## config.mk

```make
export PLATFORM = sky130hd
export DESIGN_NAME = fepc_codec
export DESIGN_NICKNAME = d
export VERILOG_FILES = /design/src/hw/fepc_pkg.sv /design/src/hw/fepc_codec.sv /design/src/hw/fepc_lfsr.sv
export VERILOG_INCLUDE_DIRS = /design/src /design/src/hw
export SDC_FILE = /design/constraint.sdc
export NUM_CORES = 1
export LEC_CHECK = 0
export BUFFER_PORTS_ARGS = -buffer_cell sky130_fd_sc_hd__buf_2
export CORE_ASPECT_RATIO = 1.4
export CORE_MARGIN = 2
export CORE_UTILIZATION = 26
export DETAILED_ROUTE_END_ITERATION = 10
export HOLD_SLACK_MARGIN = 0.12
export PLACE_DENSITY = 0.57
export SYNTH_ARGS = -nofsm -noshare
export SYNTH_HDL_FRONTEND = slang
export SYNTH_SLANG_ARGS = --single-unit
```

## constraint.sdc

```tcl
create_clock -name pclk -period 2.8 [get_ports pclk]
set_input_delay 0.42 -clock pclk [delete_from_list [all_inputs] [get_ports pclk]]
set_output_delay 0.42 -clock pclk [all_outputs]
set_load 0.005 [all_outputs]
```

## src/hw/fepc_regs.svh

```systemverilog
// constants of the fast ethernet coding path: register map, code-groups, counts
// assumes inclusion by the package and the design files that need names for numbers
`ifndef FEPC_REGS_SVH
`define FEPC_REGS_SVH

// apb register byte offsets
`define FEPC_ADDR_W      12
`define FEPC_MODE_OFS    12'h054
`define FEPC_STAT_OFS    12'h058

// mode register bit positions and reset value
`define FEPC_MODE_FIBER  0
`define FEPC_MODE_BYPASS 1
`define FEPC_MODE_SCROFF 2
`define FEPC_MODE_RESET  3'h0

// status register bit positions
`define FEPC_STAT_TXBUSY 0
`define FEPC_STAT_RXBUSY 1
`define FEPC_STAT_LOCK   2
`define FEPC_STAT_BYP    3
`define FEPC_STAT_ADDR   4

// line code-groups, first bit on the line is bit 4
`define FEPC_CG_IDLE     5'h1F
`define FEPC_CG_J        5'h18
`define FEPC_CG_K        5'h11
`define FEPC_CG_T        5'h0D
`define FEPC_CG_R        5'h07
`define FEPC_CG_H        5'h04

// bit counter and descrambler lock
`define FEPC_BIT_LAST    3'h4
`define FEPC_BIT_FIRST   3'h0
`define FEPC_LOCK_RUN    5'h1F

// key stream recursion taps, x[n-11] and x[n-9]
`define FEPC_TAP_A       10
`define FEPC_TAP_B       8
`define FEPC_SEED_ZERO   11'h001

`endif

```

## src/hw/fepc_pkg.sv

```systemverilog
// types shared by the coding path files
// assumes fepc_regs.svh sits beside it
`include "fepc_regs.svh"

package fepc_pkg;

  // transmit framing states
  typedef enum logic [1:0] {
    FEPC_TX_IDLE = 2'b00,
    FEPC_TX_K    = 2'b01,
    FEPC_TX_DATA = 2'b10,
    FEPC_TX_R    = 2'b11
  } fepc_tx_state_t;

  // receive framing states
  typedef enum logic [1:0] {
    FEPC_RX_HUNT  = 2'b00,
    FEPC_RX_FRAME = 2'b01,
    FEPC_RX_END   = 2'b10
  } fepc_rx_state_t;

endpackage : fepc_pkg

```

## src/hw/fepc_codec.sv

```systemverilog
// 100 Mbps coding path: mii nibbles to nrzi line bits and back, with apb mode registers
// assumes the mac runs on pclk and line clocks arrive asynchronously, far slower than pclk
//
// Decided for this implementation: the APB register port and the register addresses.
`timescale 1ns/100ps
`default_nettype none
`include "fepc_regs.svh"

// Operation
// - mac offers one nibble per transmit slot; device takes one per slot
// - each taken nibble leaves as a serial stream timed by clocks
// - frames open with J K and close with T R code-groups
// - receiver finds J K to open a frame and T to close it, then skips one group
// - collision is raised while receiving during transmission
// - transmit and receive activity drive carrier sense and collision toward the mac
// - coding bypass by mode bit 1 or by the bypass strap
// - after reset the scrambler is seeded with the phy address, or with 1 for address zero
// - key stream bit is x[n-11] xor x[n-9], period 2047
// - scrambling adds the key bit modulo 2 to each plain bit
// - descrambler adds a local key stream of the same recursion
// - copper mode scrambles every code-group unless disabled
// - mode bit 2 turns scrambling off, groups pass straight out
// - fiber mode skips scrambling both ways but keeps the coding
// - line output is nrzi encoded
// - receive: nrzi to nrz, descramble, deserialize, decode to nibbles
// - symbol mode passes five bit symbols without coding or scrambling
// - idle, start, end and error symbols use their fixed code-groups
// - transmit error inside a frame sends the error symbol
module fepc_codec
  import fepc_pkg::*;
(
  // clock and reset
  input  wire  logic                     pclk,
  input  wire  logic                     presetn,
  // apb slave
  input  wire  logic [`FEPC_ADDR_W-1:0]  paddr,
  input  wire  logic                     psel,
  input  wire  logic                     penable,
  input  wire  logic                     pwrite,
  input  wire  logic [31:0]              pwdata,
  output logic [31:0]                    prdata,
  output logic                           pready,
  output logic                           pslverr,
  // mii transmit
  input  wire  logic [3:0]               mii_txd,
  input  wire  logic                     mii_tx_en,
  input  wire  logic                     mii_tx_er,
  output logic                           mii_tx_take,
  // mii receive and status
  output logic [3:0]                     mii_rxd,
  output logic                           mii_rx_dv,
  output logic                           mii_rx_er,
  output logic                           mii_rx_strobe,
  output logic                           mii_crs,
  output logic                           mii_col,
  // straps
  input  wire  logic [4:0]               phy_addr,
  input  wire  logic                     coding_bypass_strap,
  // line
  input  wire  logic                     tx_line_clk,
  output logic                           tx_line_data,
  input  wire  logic                     rx_line_clk,
  input  wire  logic                     rx_line_data
);

  logic [2:0]     mode;
  logic [4:0]     addr_s1, addr_s2;
  logic           strap_s1, strap_s2;
  logic [2:0]     txc_s, rxc_s;
  logic [1:0]     rxd_s;
  logic [2:0]     seed_stage;
  logic           seed_load;
  logic           tx_rise, rx_rise, tx_last, rx_last;
  logic           bypass, scr_on, descr_on;
  fepc_tx_state_t tx_state, next_tx_state;
  fepc_rx_state_t rx_state;
  logic [2:0]     tx_bit, rx_bit;
  logic [4:0]     tx_shift, next_group;
  logic           send_bit, tx_key, rx_key;
  logic           rx_prev, rx_nrz, rx_plain;
  logic [9:0]     rx_win;
  logic [4:0]     rx_grp;
  logic [4:0]     lock_cnt;
  logic           locked;
  logic           tx_busy, rx_busy;
  logic [10:0]    seed_val;
  logic [4:0]     dec_res;

  // 4b/5b data table
  function automatic logic [4:0] enc4b5b(input logic [3:0] n);
    case (n)
      4'h0: enc4b5b = 5'h1E;
      4'h1: enc4b5b = 5'h09;
      4'h2: enc4b5b = 5'h14;
      4'h3: enc4b5b = 5'h15;
      4'h4: enc4b5b = 5'h0A;
      4'h5: enc4b5b = 5'h0B;
      4'h6: enc4b5b = 5'h0E;
      4'h7: enc4b5b = 5'h0F;
      4'h8: enc4b5b = 5'h12;
      4'h9: enc4b5b = 5'h13;
      4'hA: enc4b5b = 5'h16;
      4'hB: enc4b5b = 5'h17;
      4'hC: enc4b5b = 5'h1A;
      4'hD: enc4b5b = 5'h1B;
      4'hE: enc4b5b = 5'h1C;
      default: enc4b5b = 5'h1D;
    endcase
  endfunction : enc4b5b

  // reverse table search, bit 4 of the result marks a valid data group
  function automatic logic [4:0] dec5b4b(input logic [4:0] g);
    logic [4:0] r;
    r = 5'h00;
    for (int i = 0; i < 16; i++) begin
      if (enc4b5b(4'(i)) == g) r = {1'b1, 4'(i)};
    end
    dec5b4b = r;
  endfunction : dec5b4b

  // two-flop synchronisers for straps and line pins, plus edge history
  always_ff @(posedge pclk or negedge presetn) begin
    if (!presetn) begin
      addr_s1  <= 5'h00;
      addr_s2  <= 5'h00;
      strap_s1 <= 1'b0;
      strap_s2 <= 1'b0;
      txc_s    <= 3'h0;
      rxc_s    <= 3'h0;
      rxd_s    <= 2'h0;
    end else begin
      addr_s1  <= phy_addr;
      addr_s2  <= addr_s1;
      strap_s1 <= coding_bypass_strap;
      strap_s2 <= strap_s1;
      txc_s    <= {txc_s[1:0], tx_line_clk};
      rxc_s    <= {rxc_s[1:0], rx_line_clk};
      rxd_s    <= {rxd_s[0], rx_line_data};
    end
  end

  assign tx_rise  = txc_s[1] & ~txc_s[2];
  assign rx_rise  = rxc_s[1] & ~rxc_s[2];
  assign bypass   = mode[`FEPC_MODE_BYPASS] | strap_s2;
  assign scr_on   = ~mode[`FEPC_MODE_FIBER] & ~mode[`FEPC_MODE_SCROFF] & ~bypass;
  assign descr_on = scr_on;
  assign tx_busy  = tx_state != FEPC_TX_IDLE;
  assign rx_busy  = rx_state != FEPC_RX_HUNT;

  // seed load once the address has passed both synchroniser flops, at the third edge after release
  always_ff @(posedge pclk or negedge presetn) begin
    if (!presetn) begin
      seed_stage <= 3'b000;
    end else begin
      seed_stage <= {seed_stage[1:0], 1'b1};
    end
  end
  assign seed_load = seed_stage == 3'b011;
  assign seed_val  = (addr_s2 == 5'h00) ? `FEPC_SEED_ZERO : {6'h00, addr_s2};

  // transmit and receive key stream generators
  fepc_lfsr #(.WIDTH(11)) u_tx_key (
    .pclk      (pclk),
    .presetn   (presetn),
    .load      (seed_load),
    .seed      (seed_val),
    .advance   (tx_rise),
    .train     (1'b0),
    .train_bit (1'b0),
    .pred      (tx_key)
  );
  fepc_lfsr #(.WIDTH(11)) u_rx_key (
    .pclk      (pclk),
    .presetn   (presetn),
    .load      (1'b0),
    .seed      (seed_val),
    .advance   (rx_rise),
    .train     (~locked),
    .train_bit (~rx_nrz),
    .pred      (rx_key)
  );

  // apb mode register write
  always_ff @(posedge pclk or negedge presetn) begin
    if (!presetn) begin
      mode <= `FEPC_MODE_RESET;
    end else if (psel && penable && pwrite && paddr == `FEPC_MODE_OFS) begin
      mode <= pwdata[2:0];
    end
  end

  // apb read data captured in the setup cycle
  always_ff @(posedge pclk or negedge presetn) begin
    if (!presetn) begin
      prdata <= 32'h0000_0000;
    end else if (psel && !penable && !pwrite) begin
      prdata <= 32'h0000_0000;
      if (paddr == `FEPC_MODE_OFS) begin
        prdata[2:0] <= mode;
      end else if (paddr == `FEPC_STAT_OFS) begin
        prdata[`FEPC_STAT_TXBUSY]            <= tx_busy;
        prdata[`FEPC_STAT_RXBUSY]            <= rx_busy;
        prdata[`FEPC_STAT_LOCK]              <= locked;
        prdata[`FEPC_STAT_BYP]               <= bypass;
        prdata[`FEPC_STAT_ADDR+4:`FEPC_STAT_ADDR] <= addr_s2;
      end
    end
  end
  assign pready  = 1'b1;
  assign pslverr = psel && penable && paddr != `FEPC_MODE_OFS && paddr != `FEPC_STAT_OFS;

  // next code-group and framing step, taken at each group boundary
  assign tx_last     = tx_bit == `FEPC_BIT_LAST;
  assign mii_tx_take = tx_rise && tx_last;
  always_comb begin
    next_group    = `FEPC_CG_IDLE;
    next_tx_state = tx_state;
    if (bypass) begin
      next_group    = {mii_tx_er, mii_txd};
      next_tx_state = FEPC_TX_IDLE;
    end else begin
      case (tx_state)
        FEPC_TX_IDLE: begin
          if (mii_tx_en) begin
            next_group    = `FEPC_CG_J;
            next_tx_state = FEPC_TX_K;
          end
        end
        FEPC_TX_K: begin
          next_group    = `FEPC_CG_K;
          next_tx_state = FEPC_TX_DATA;
        end
        FEPC_TX_DATA: begin
          if (!mii_tx_en) begin
            next_group    = `FEPC_CG_T;
            next_tx_state = FEPC_TX_R;
          end else if (mii_tx_er) begin
            next_group = `FEPC_CG_H;
          end else begin
            next_group = enc4b5b(mii_txd);
          end
        end
        FEPC_TX_R: begin
          next_group    = `FEPC_CG_R;
          next_tx_state = FEPC_TX_IDLE;
        end
        default: next_tx_state = FEPC_TX_IDLE;
      endcase
    end
  end

  // serializer: msb first, one bit per line clock rise
  assign send_bit = tx_last ? next_group[4] : tx_shift[3];
  always_ff @(posedge pclk or negedge presetn) begin
    if (!presetn) begin
      tx_state     <= FEPC_TX_IDLE;
      tx_bit       <= `FEPC_BIT_LAST;
      tx_shift     <= `FEPC_CG_IDLE;
      tx_line_data <= 1'b0;
    end else if (tx_rise) begin
      tx_bit       <= tx_last ? `FEPC_BIT_FIRST : tx_bit + 3'h1;
      tx_shift     <= tx_last ? next_group : {tx_shift[3:0], 1'b0};
      tx_state     <= tx_last ? next_tx_state : tx_state;
      tx_line_data <= tx_line_data ^ (send_bit ^ (scr_on & tx_key));
    end
  end

  // nrzi to nrz, then descramble bit by bit
  assign rx_nrz   = rxd_s[1] ^ rx_prev;
  assign rx_plain = rx_nrz ^ (descr_on & rx_key);
  assign rx_last  = rx_bit == `FEPC_BIT_LAST;
  assign rx_grp   = {rx_win[3:0], rx_plain};
  assign dec_res  = dec5b4b(rx_grp);

  // descrambler lock: a run of idle bits matching the prediction
  always_ff @(posedge pclk or negedge presetn) begin
    if (!presetn) begin
      lock_cnt <= 5'h00;
      locked   <= 1'b0;
    end else if (!descr_on) begin
      lock_cnt <= 5'h00;
      locked   <= 1'b0;
    end else if (rx_rise && !locked) begin
      lock_cnt <= (rx_key == ~rx_nrz) ? lock_cnt + 5'h01 : 5'h00;
      locked   <= lock_cnt == `FEPC_LOCK_RUN;
    end
  end

  // receive framing and decode
  always_ff @(posedge pclk or negedge presetn) begin
    if (!presetn) begin
      rx_state      <= FEPC_RX_HUNT;
      rx_prev       <= 1'b0;
      rx_win        <= 10'h3FF;
      rx_bit        <= `FEPC_BIT_FIRST;
      mii_rxd       <= 4'h0;
      mii_rx_dv     <= 1'b0;
      mii_rx_er     <= 1'b0;
      mii_rx_strobe <= 1'b0;
    end else begin
      mii_rx_strobe <= 1'b0;
      if (rx_rise) begin
        rx_prev <= rxd_s[1];
        rx_win  <= {rx_win[8:0], rx_plain};
        rx_bit  <= rx_last ? `FEPC_BIT_FIRST : rx_bit + 3'h1;
        if (bypass) begin
          rx_state <= FEPC_RX_HUNT;
          if (rx_last) begin
            {mii_rx_er, mii_rxd} <= rx_grp;
            mii_rx_dv            <= 1'b0;
            mii_rx_strobe        <= 1'b1;
          end
        end else begin
          case (rx_state)
            FEPC_RX_HUNT: begin
              // an untrained descrambler yields garbage that could mimic a start pair
              if ((locked || !descr_on) && {rx_win[8:0], rx_plain} == {`FEPC_CG_J, `FEPC_CG_K}) begin
                rx_state <= FEPC_RX_FRAME;
                rx_bit   <= `FEPC_BIT_FIRST;
              end
            end
            FEPC_RX_FRAME: begin
              if (rx_last) begin
                mii_rx_strobe <= 1'b1;
                mii_rxd       <= dec_res[3:0];
                mii_rx_dv     <= 1'b0;
                mii_rx_er     <= 1'b0;
                if (rx_grp == `FEPC_CG_T) begin
                  rx_state <= FEPC_RX_END;
                end else if (rx_grp == `FEPC_CG_IDLE) begin
                  rx_state  <= FEPC_RX_HUNT;
                  mii_rx_er <= 1'b1;
                end else begin
                  mii_rx_dv <= 1'b1;
                  mii_rx_er <= ~dec_res[4];
                end
              end
            end
            FEPC_RX_END: begin
              if (rx_last) rx_state <= FEPC_RX_HUNT;
            end
            default: rx_state <= FEPC_RX_HUNT;
          endcase
        end
      end
    end
  end

  // carrier sense and collision toward the mac
  always_ff @(posedge pclk or negedge presetn) begin
    if (!presetn) begin
      mii_crs <= 1'b0;
      mii_col <= 1'b0;
    end else begin
      mii_crs <= tx_busy | rx_busy;
      mii_col <= tx_busy & rx_busy;
    end
  end
endmodule : fepc_codec
`default_nettype wire

```

## src/hw/fepc_lfsr.sv

```systemverilog
// eleven stage key stream generator for scrambler and descrambler
// assumes one clock domain; advance marks one line bit time
`timescale 1ns/100ps
`default_nettype none
`include "fepc_regs.svh"

module fepc_lfsr
  import fepc_pkg::*;
#(
  parameter int WIDTH = 11
) (
  // clock and reset
  input  wire  logic             pclk,
  input  wire  logic             presetn,
  // control
  input  wire  logic             load,
  input  wire  logic [WIDTH-1:0] seed,
  input  wire  logic             advance,
  input  wire  logic             train,
  input  wire  logic             train_bit,
  // predicted key bit
  output logic                   pred
);

  logic [WIDTH-1:0] state;

  // the tap positions are fixed, so only eleven stages make sense
  if (WIDTH != 11) begin : g_width_chk
    $error("fepc_lfsr serves eleven stages only");
  end

  // new bit is x[n-11] xor x[n-9]
  assign pred = state[`FEPC_TAP_A] ^ state[`FEPC_TAP_B];

  // shift in the new bit, or the observed one while training
  always_ff @(posedge pclk or negedge presetn) begin
    if (!presetn) begin
      state <= `FEPC_SEED_ZERO;
    end else if (load) begin
      state <= seed;
    end else if (advance) begin
      state <= {state[WIDTH-2:0], (train ? train_bit : pred)};
    end
  end
endmodule : fepc_lfsr
`default_nettype wire

```

==> results of run 1 <==
per-stage QoR:
step	hold WS, ps	setup WS, ps	utilization, %
2_1_floorplan	124	820	-
3_3_place_gp	334	650	29.3
3_5_place_dp	336	645	29.3
4_1_cts	159	671	31.0
5_1_grt	152	542	31.0
6_report	172	687	31.0
final timing paths:
| path | slack, ps | end |
|---|---|---|
| worst max register to register | 720 | rx_bit[2] |
| worst min-delay path | 170 | txc_s[0] |
| min in group asynchronous | 620 | prdata[7] |
| max in group asynchronous | 1420 | rx_win[0] |
| worst min register to register | 340 | addr_s2[4] |
| worst max-delay path | 690 | mii_tx_take |
layer usage:
metal / vias up / part of all wire (%)
met5: - / 0
met3: 12 / 3.4
li1: 1688 / -
met2: 73 / 53
met4: 0 / 1.9
met1: 1619 / 42
flip-flops by register name, summed over array words and instances (netlist names), 4 cells and up:
register / cells
lock_cnt: 5
rx_win: 9
addr_s2: 5
prdata: 9
addr_s1: 5
u_tx_key.state: 11
mii_rxd: 4
tx_shift: 4
u_rx_key.state: 11
logic make-up (layout without fill, tap and decap cells):
family	after synthesis	count (layout)	share of synthesized area [%]
AND/OR/NAND/NOR	197	197	20.0
flip-flops	97	97	53.1
AO/OA/AOI/OAI	95	95	12.7
buffers and inverters	61	95	7.02
multiplexers	12	12	2.74
adder cells (fa/ha/maj)	9	9	2.44
XOR/XNOR	9	9	1.87
other	2	25	0.163
cells in the mapped netlist (all sizes together) (5+ instances only):
master  number  share of area (%)
clkbuf      22                1.8
a21oi       21                2.4
mux2i        7                1.5
inv         11               0.90
nor3         7               0.76
nand3       10                1.1
ha           9                2.4
dfstp       16                9.1
nor2        23                1.9
xor2         5                1.1
o21ai       40                4.3
nor2b        8                1.1
dfrtp       81                 44
nor4         6                1.1
mux2         5                1.2
nand2      115                9.4
buf         28                4.3
critical path, stage by stage, from the launching register on:
cell     delay [ps]
dfrtp_1         400
inv_1           100
ha_1            160
nand2_1         130
nor2_1          360
buf_2           190
cell type report:
| class | instances | area share [%] |
|---|---|---|
| sequential | 97 | 45.3 |
| multi-input combinational | 347 | 35.7 |
| timing repair buffer | 68 | 7.23 |
| tap | 236 | 5.47 |
| clock buffer | 9 | 4.17 |
| clock inverter | 7 | 1.30 |
| inverter | 11 | 0.765 |
power groups by stage:
stage          clock [mW]  sequential (mW)  combinational, mW
5_1_grt              1.31             1.92              0.959
3_3_place_gp            0             1.90              0.803
6_report             1.21             1.89              0.840
4_1_cts              1.24             1.89              0.852
3_5_place_dp            0             1.91              0.847
2_1_floorplan           0             1.84              0.631
==> results.yml, run 1 <==
global_routing:
  top_usage_layer: "met2"
  grtUsageMet2_pct: 18.5
  grt_antenna_before_repair: 0
  grt_pass1_vias: 3408
  overflow: 0
  grt_max_degree: 49
  use_met1_pct: 12.4
  grtUsageMet3_pct: 2.55
  grt_pass1_wl_um: 16000
  grtUsageTotal_pct: 10.6
floorplanning:
  start_util_pct: 26.5
  ios: 109
  core_um2: 17400
  chipWidth_um: 117
  die_h_um: 162
  dieArea_um2: 18800
  row_count: 57
setup_path:
  ff2ff_path_depth: 6
  end_kind: "output pin"
  cp.arrival_ps: 1690
  start_kind: "register"
  required_ps: 2380
  worstPathMaxFanout: 5
  cp-startpoint: "tx_bit[0]"
  critPathKind: "register to output pin"
  regToRegStartpoint: "mode[2]"
clock_tree:
  cts_buffer_depth: 2
  cts_made_buffers: 9
  clk_latency_ps: 350
  clk_pin_slew_ps: 80
  root_buffer: "clkbuf_16"
  cts_sinks: 97
  h-tree-depth: 3
  postCtsSetupRepairBufs: 0
  cts.hold.buffers_added: 1
  cts_resized: 0
  cts_tree: "yes"
pwr:
  power_mw: 3.93
  power_density_nw_per_um2: 729
  p_switching_mw: 1.25
  seq_power_share_pct: 48.0
  p_clk_share_pct: 30.6
  p_int_mw: 2.68
  switching_share_pct: 31.8
  p_comb_share_pct: 21.3
  max-vdd-ir-drop_v: 0.000259
  leakagePower_nw: 2.50
routing:
  drt_iter0_markers: 219
  wl_per_cell_um: 12.4
  drc: 0
  firstDrtPassIters: 4
  vias: 3392
  drt-vias-per-instance: 4.38
  finalWirelength_um: 9590
  ant_nets: 0
cells_and_area:
  multi_input_area_um2: 1930
  design_area_um2: 5400
  nFillCells: 1806
  drive_gt1_share_pct: 21.3
  final_cell_mix: "nand2_1, dfrtp_1, buf_2, o21ai_0, conb_1"
  area_delta_synth_final_pct: 17.0
  fin_cells: 775
  diodes: 0
  nNetsFinal: 607
  regArea_um2: 2450
  layout_commonest_cell: "nand2_1"
timing:
  clock_skew_ps: 12.5
  finalCritPeriodShare_pct: 75.5
  slew_headroom_pct: 42.7
  tightest_slew_ps: 856
  hold_viol_final: 0
  max_freq_ghz: 0.473
  tns_ps: 0
  rsz0062_at_grt: "no"
  slew_viol_final: 0
  min_period_ps: 2110
  setup_viol: 0
synth:
  netlist_instances: 482
  yosysSeqAreaShare_pct: 53.1
  ys_seq_elements: 97
  synth_cell_types: 61
  avgSynthCellArea_um2: 9.57
  synth_flop_cell: "dfrtp_1"
  async_flop_share_pct: 100
  syn_area_um2: 4610
  synth_edf_count: 0
  synth.yosys.warnings: 0
placed_design:
  place_inst: 758
  place_area_um2: 5090
  port_buffers: 55
  dpl.hpwl_um: 7030
  place_congestion: 0.785
status:
  outcome: "complete, no violations"
hold_path:
  hp-start: "tx_line_clk"
  min_path_cells: 1
  min-delay-path-class: "primary input to register"
run:
  drv_cap: 0
Note: power is estimated with default switching activity, not from simulation.
==> run 2, diff against run 1 <==
==> constraint.sdc (replaced) <==
create_clock -name pclk -period 2.19 [get_ports pclk]
set_input_delay 0.3285 -clock pclk [delete_from_list [all_inputs] [get_ports pclk]]
set_output_delay 0.3285 -clock pclk [all_outputs]
set_load 0.005 [all_outputs]
==> run 2 against run 1 <==
  * Global-route usage is 0.24 points higher
  * Non-clock buffer count increased by 14
  * Design area up 2.9%
  * Sequential power increased by 27%
  * Count of clock-buffer cells in the layout is the same
  * Setup slack got worse by 550 ps
  * Highest routed layer is now met5
  * Largest power group unchanged
==> results.yml, run 2 (synthesized netlist as in run 1, its figures left out) <==
setup_path:
  critPathKind: "register to register"
  ff2ff_path_depth: 5
  crit_path_max_incr_delay_ps: 740
  worstPathMaxFanout: 10
  start_kind: "register"
  cp_slowest_cell: "or4_1"
  crit_chain: "or4_1 -> o21a_1 -> o31ai_1 -> or2_1 -> o211ai_1"
  end_kind: "register"
  cp.arrival_ps: 2270
  required_ps: 2410
floorplanning:
  die_h_um: 162
  core_um2: 17400
  chipWidth_um: 117
  ios: 109
  dieArea_um2: 18800
  start_util_pct: 26.5
  row_count: 57
routing:
  drc: 0
  finalWirelength_um: 9730
  vias: 3515
  drt-vias-per-instance: 4.46
  wl_per_cell_um: 12.3
  firstDrtPassIters: 4
  drt_iter0_markers: 242
  ant_nets: 0
clock_tree:
  cts_sinks: 97
  cts_made_buffers: 9
  h-tree-depth: 3
  clk_pin_slew_ps: 70
  root_buffer: "clkbuf_16"
  clk_latency_ps: 340
  cts_buffer_depth: 2
  cts_resized: 0
  cts_tree: "yes"
pwr:
  leakagePower_nw: 2.57
  power_mw: 5.12
  max-vdd-ir-drop_v: 0.000309
  power_density_nw_per_um2: 922
cells_and_area:
  diodes: 0
  area_delta_synth_final_pct: 20.4
  drive_gt1_share_pct: 21.7
  regArea_um2: 2450
  utilization_pct: 31.9
  layout_commonest_cell: "nand2_1"
  nFillCells: 1816
  multi_input_area_um2: 1930
  top_regs: "u_rx_key.state (11), u_tx_key.state (11)"
  nNetsFinal: 621
  final_cell_mix: "nand2_1, dfrtp_1, buf_2, o21ai_0, conb_1"
global_routing:
  overflow: 0
  grt_max_degree: 35
  grtUsageTotal_pct: 10.8
  grt_antenna_before_repair: 2
  grt_pass1_wl_um: 16200
  grt_pass1_vias: 3506
timing:
  holdWs_ps: 216
  min_period_ps: 2050
  rsz0062_at_grt: "no"
  finalCritPeriodShare_pct: 93.6
  slew_viol_final: 0
  max_freq_ghz: 0.488
  slew_headroom_pct: 55.8
  tns_ps: 0
  clock_skew_ps: 8.82
  tightest_slew_ps: 657
  setup_viol: 0
  hold_viol_final: 0
hold_path:
  min_path_cells: 2
  min-delay-path-class: "primary input to register"
placed_design:
  port_buffers: 55
  place_congestion: 0.796
  dpl.hpwl_um: 7280
run:
  drv_cap: 0
status:
  outcome: "complete, no violations"
[run 2: cell type report]
cell class,count,area share (%)
Clock buffer,9,4.06
Multi-Input combinational cell,347,34.7
Sequential cell,97,44.1
Clock inverter,7,1.53
Tap cell,236,5.32
Inverter,11,0.744
Timing Repair Buffer,82,9.55
[run 2: power by group]
part | internal [mW] | switching (mW)
logic | 0.490 | 0.617
clock network | 0.907 | 0.704
registers | 2.16 | 0.242
total | 3.56 | 1.56
[run 2: critical path, delay by kind of cell (launching register included)]
family / cells / cell delay, ps
simple gates: 2 / 890
compound gates: 3 / 610
flops: 1 / 430
[run 2: path summary, 6_finish.rpt]
kind / from / to / slack (ps)
hold reg to reg: addr_s1[0] / addr_s2[0] / 350
setup reg to reg: mode[2] / tx_line_data / 140
min in group asynchronous: presetn / txc_s[1] / 480
hold / removal: pwdata[1] / mode[1] / 220
max in group asynchronous: presetn / u_rx_key.state[0] / 1060
setup / recovery: mode[2] / tx_line_data / 140
[run 2: through the flow]
step                setup WS [ps]  instances  area, µm²
floorplan                     238        505       4700
global placement              233        763       5140
detailed placement            143        763       5140
CTS                           136        789       5550
global route                 23.6        789       5550
finish                        139        789       5550
[run 2: layer usage]
metal / vias to the layer above / global-route usage, % / share of wire [%]
met5: - / 0 / 0.30
met4: 4 / 4.81 / 2.3
met3: 20 / 3.23 / 4.5
met2: 72 / 18.5 / 53
met1: 1706 / 12.3 / 40
li1: 1713 / - / -
[run 2: what timing repair did]
item / in CTS / in global routing
hold buffers: 10 / 0
endpoints found under the hold margin: 34 / 0
buffers inserted: 0 / 0
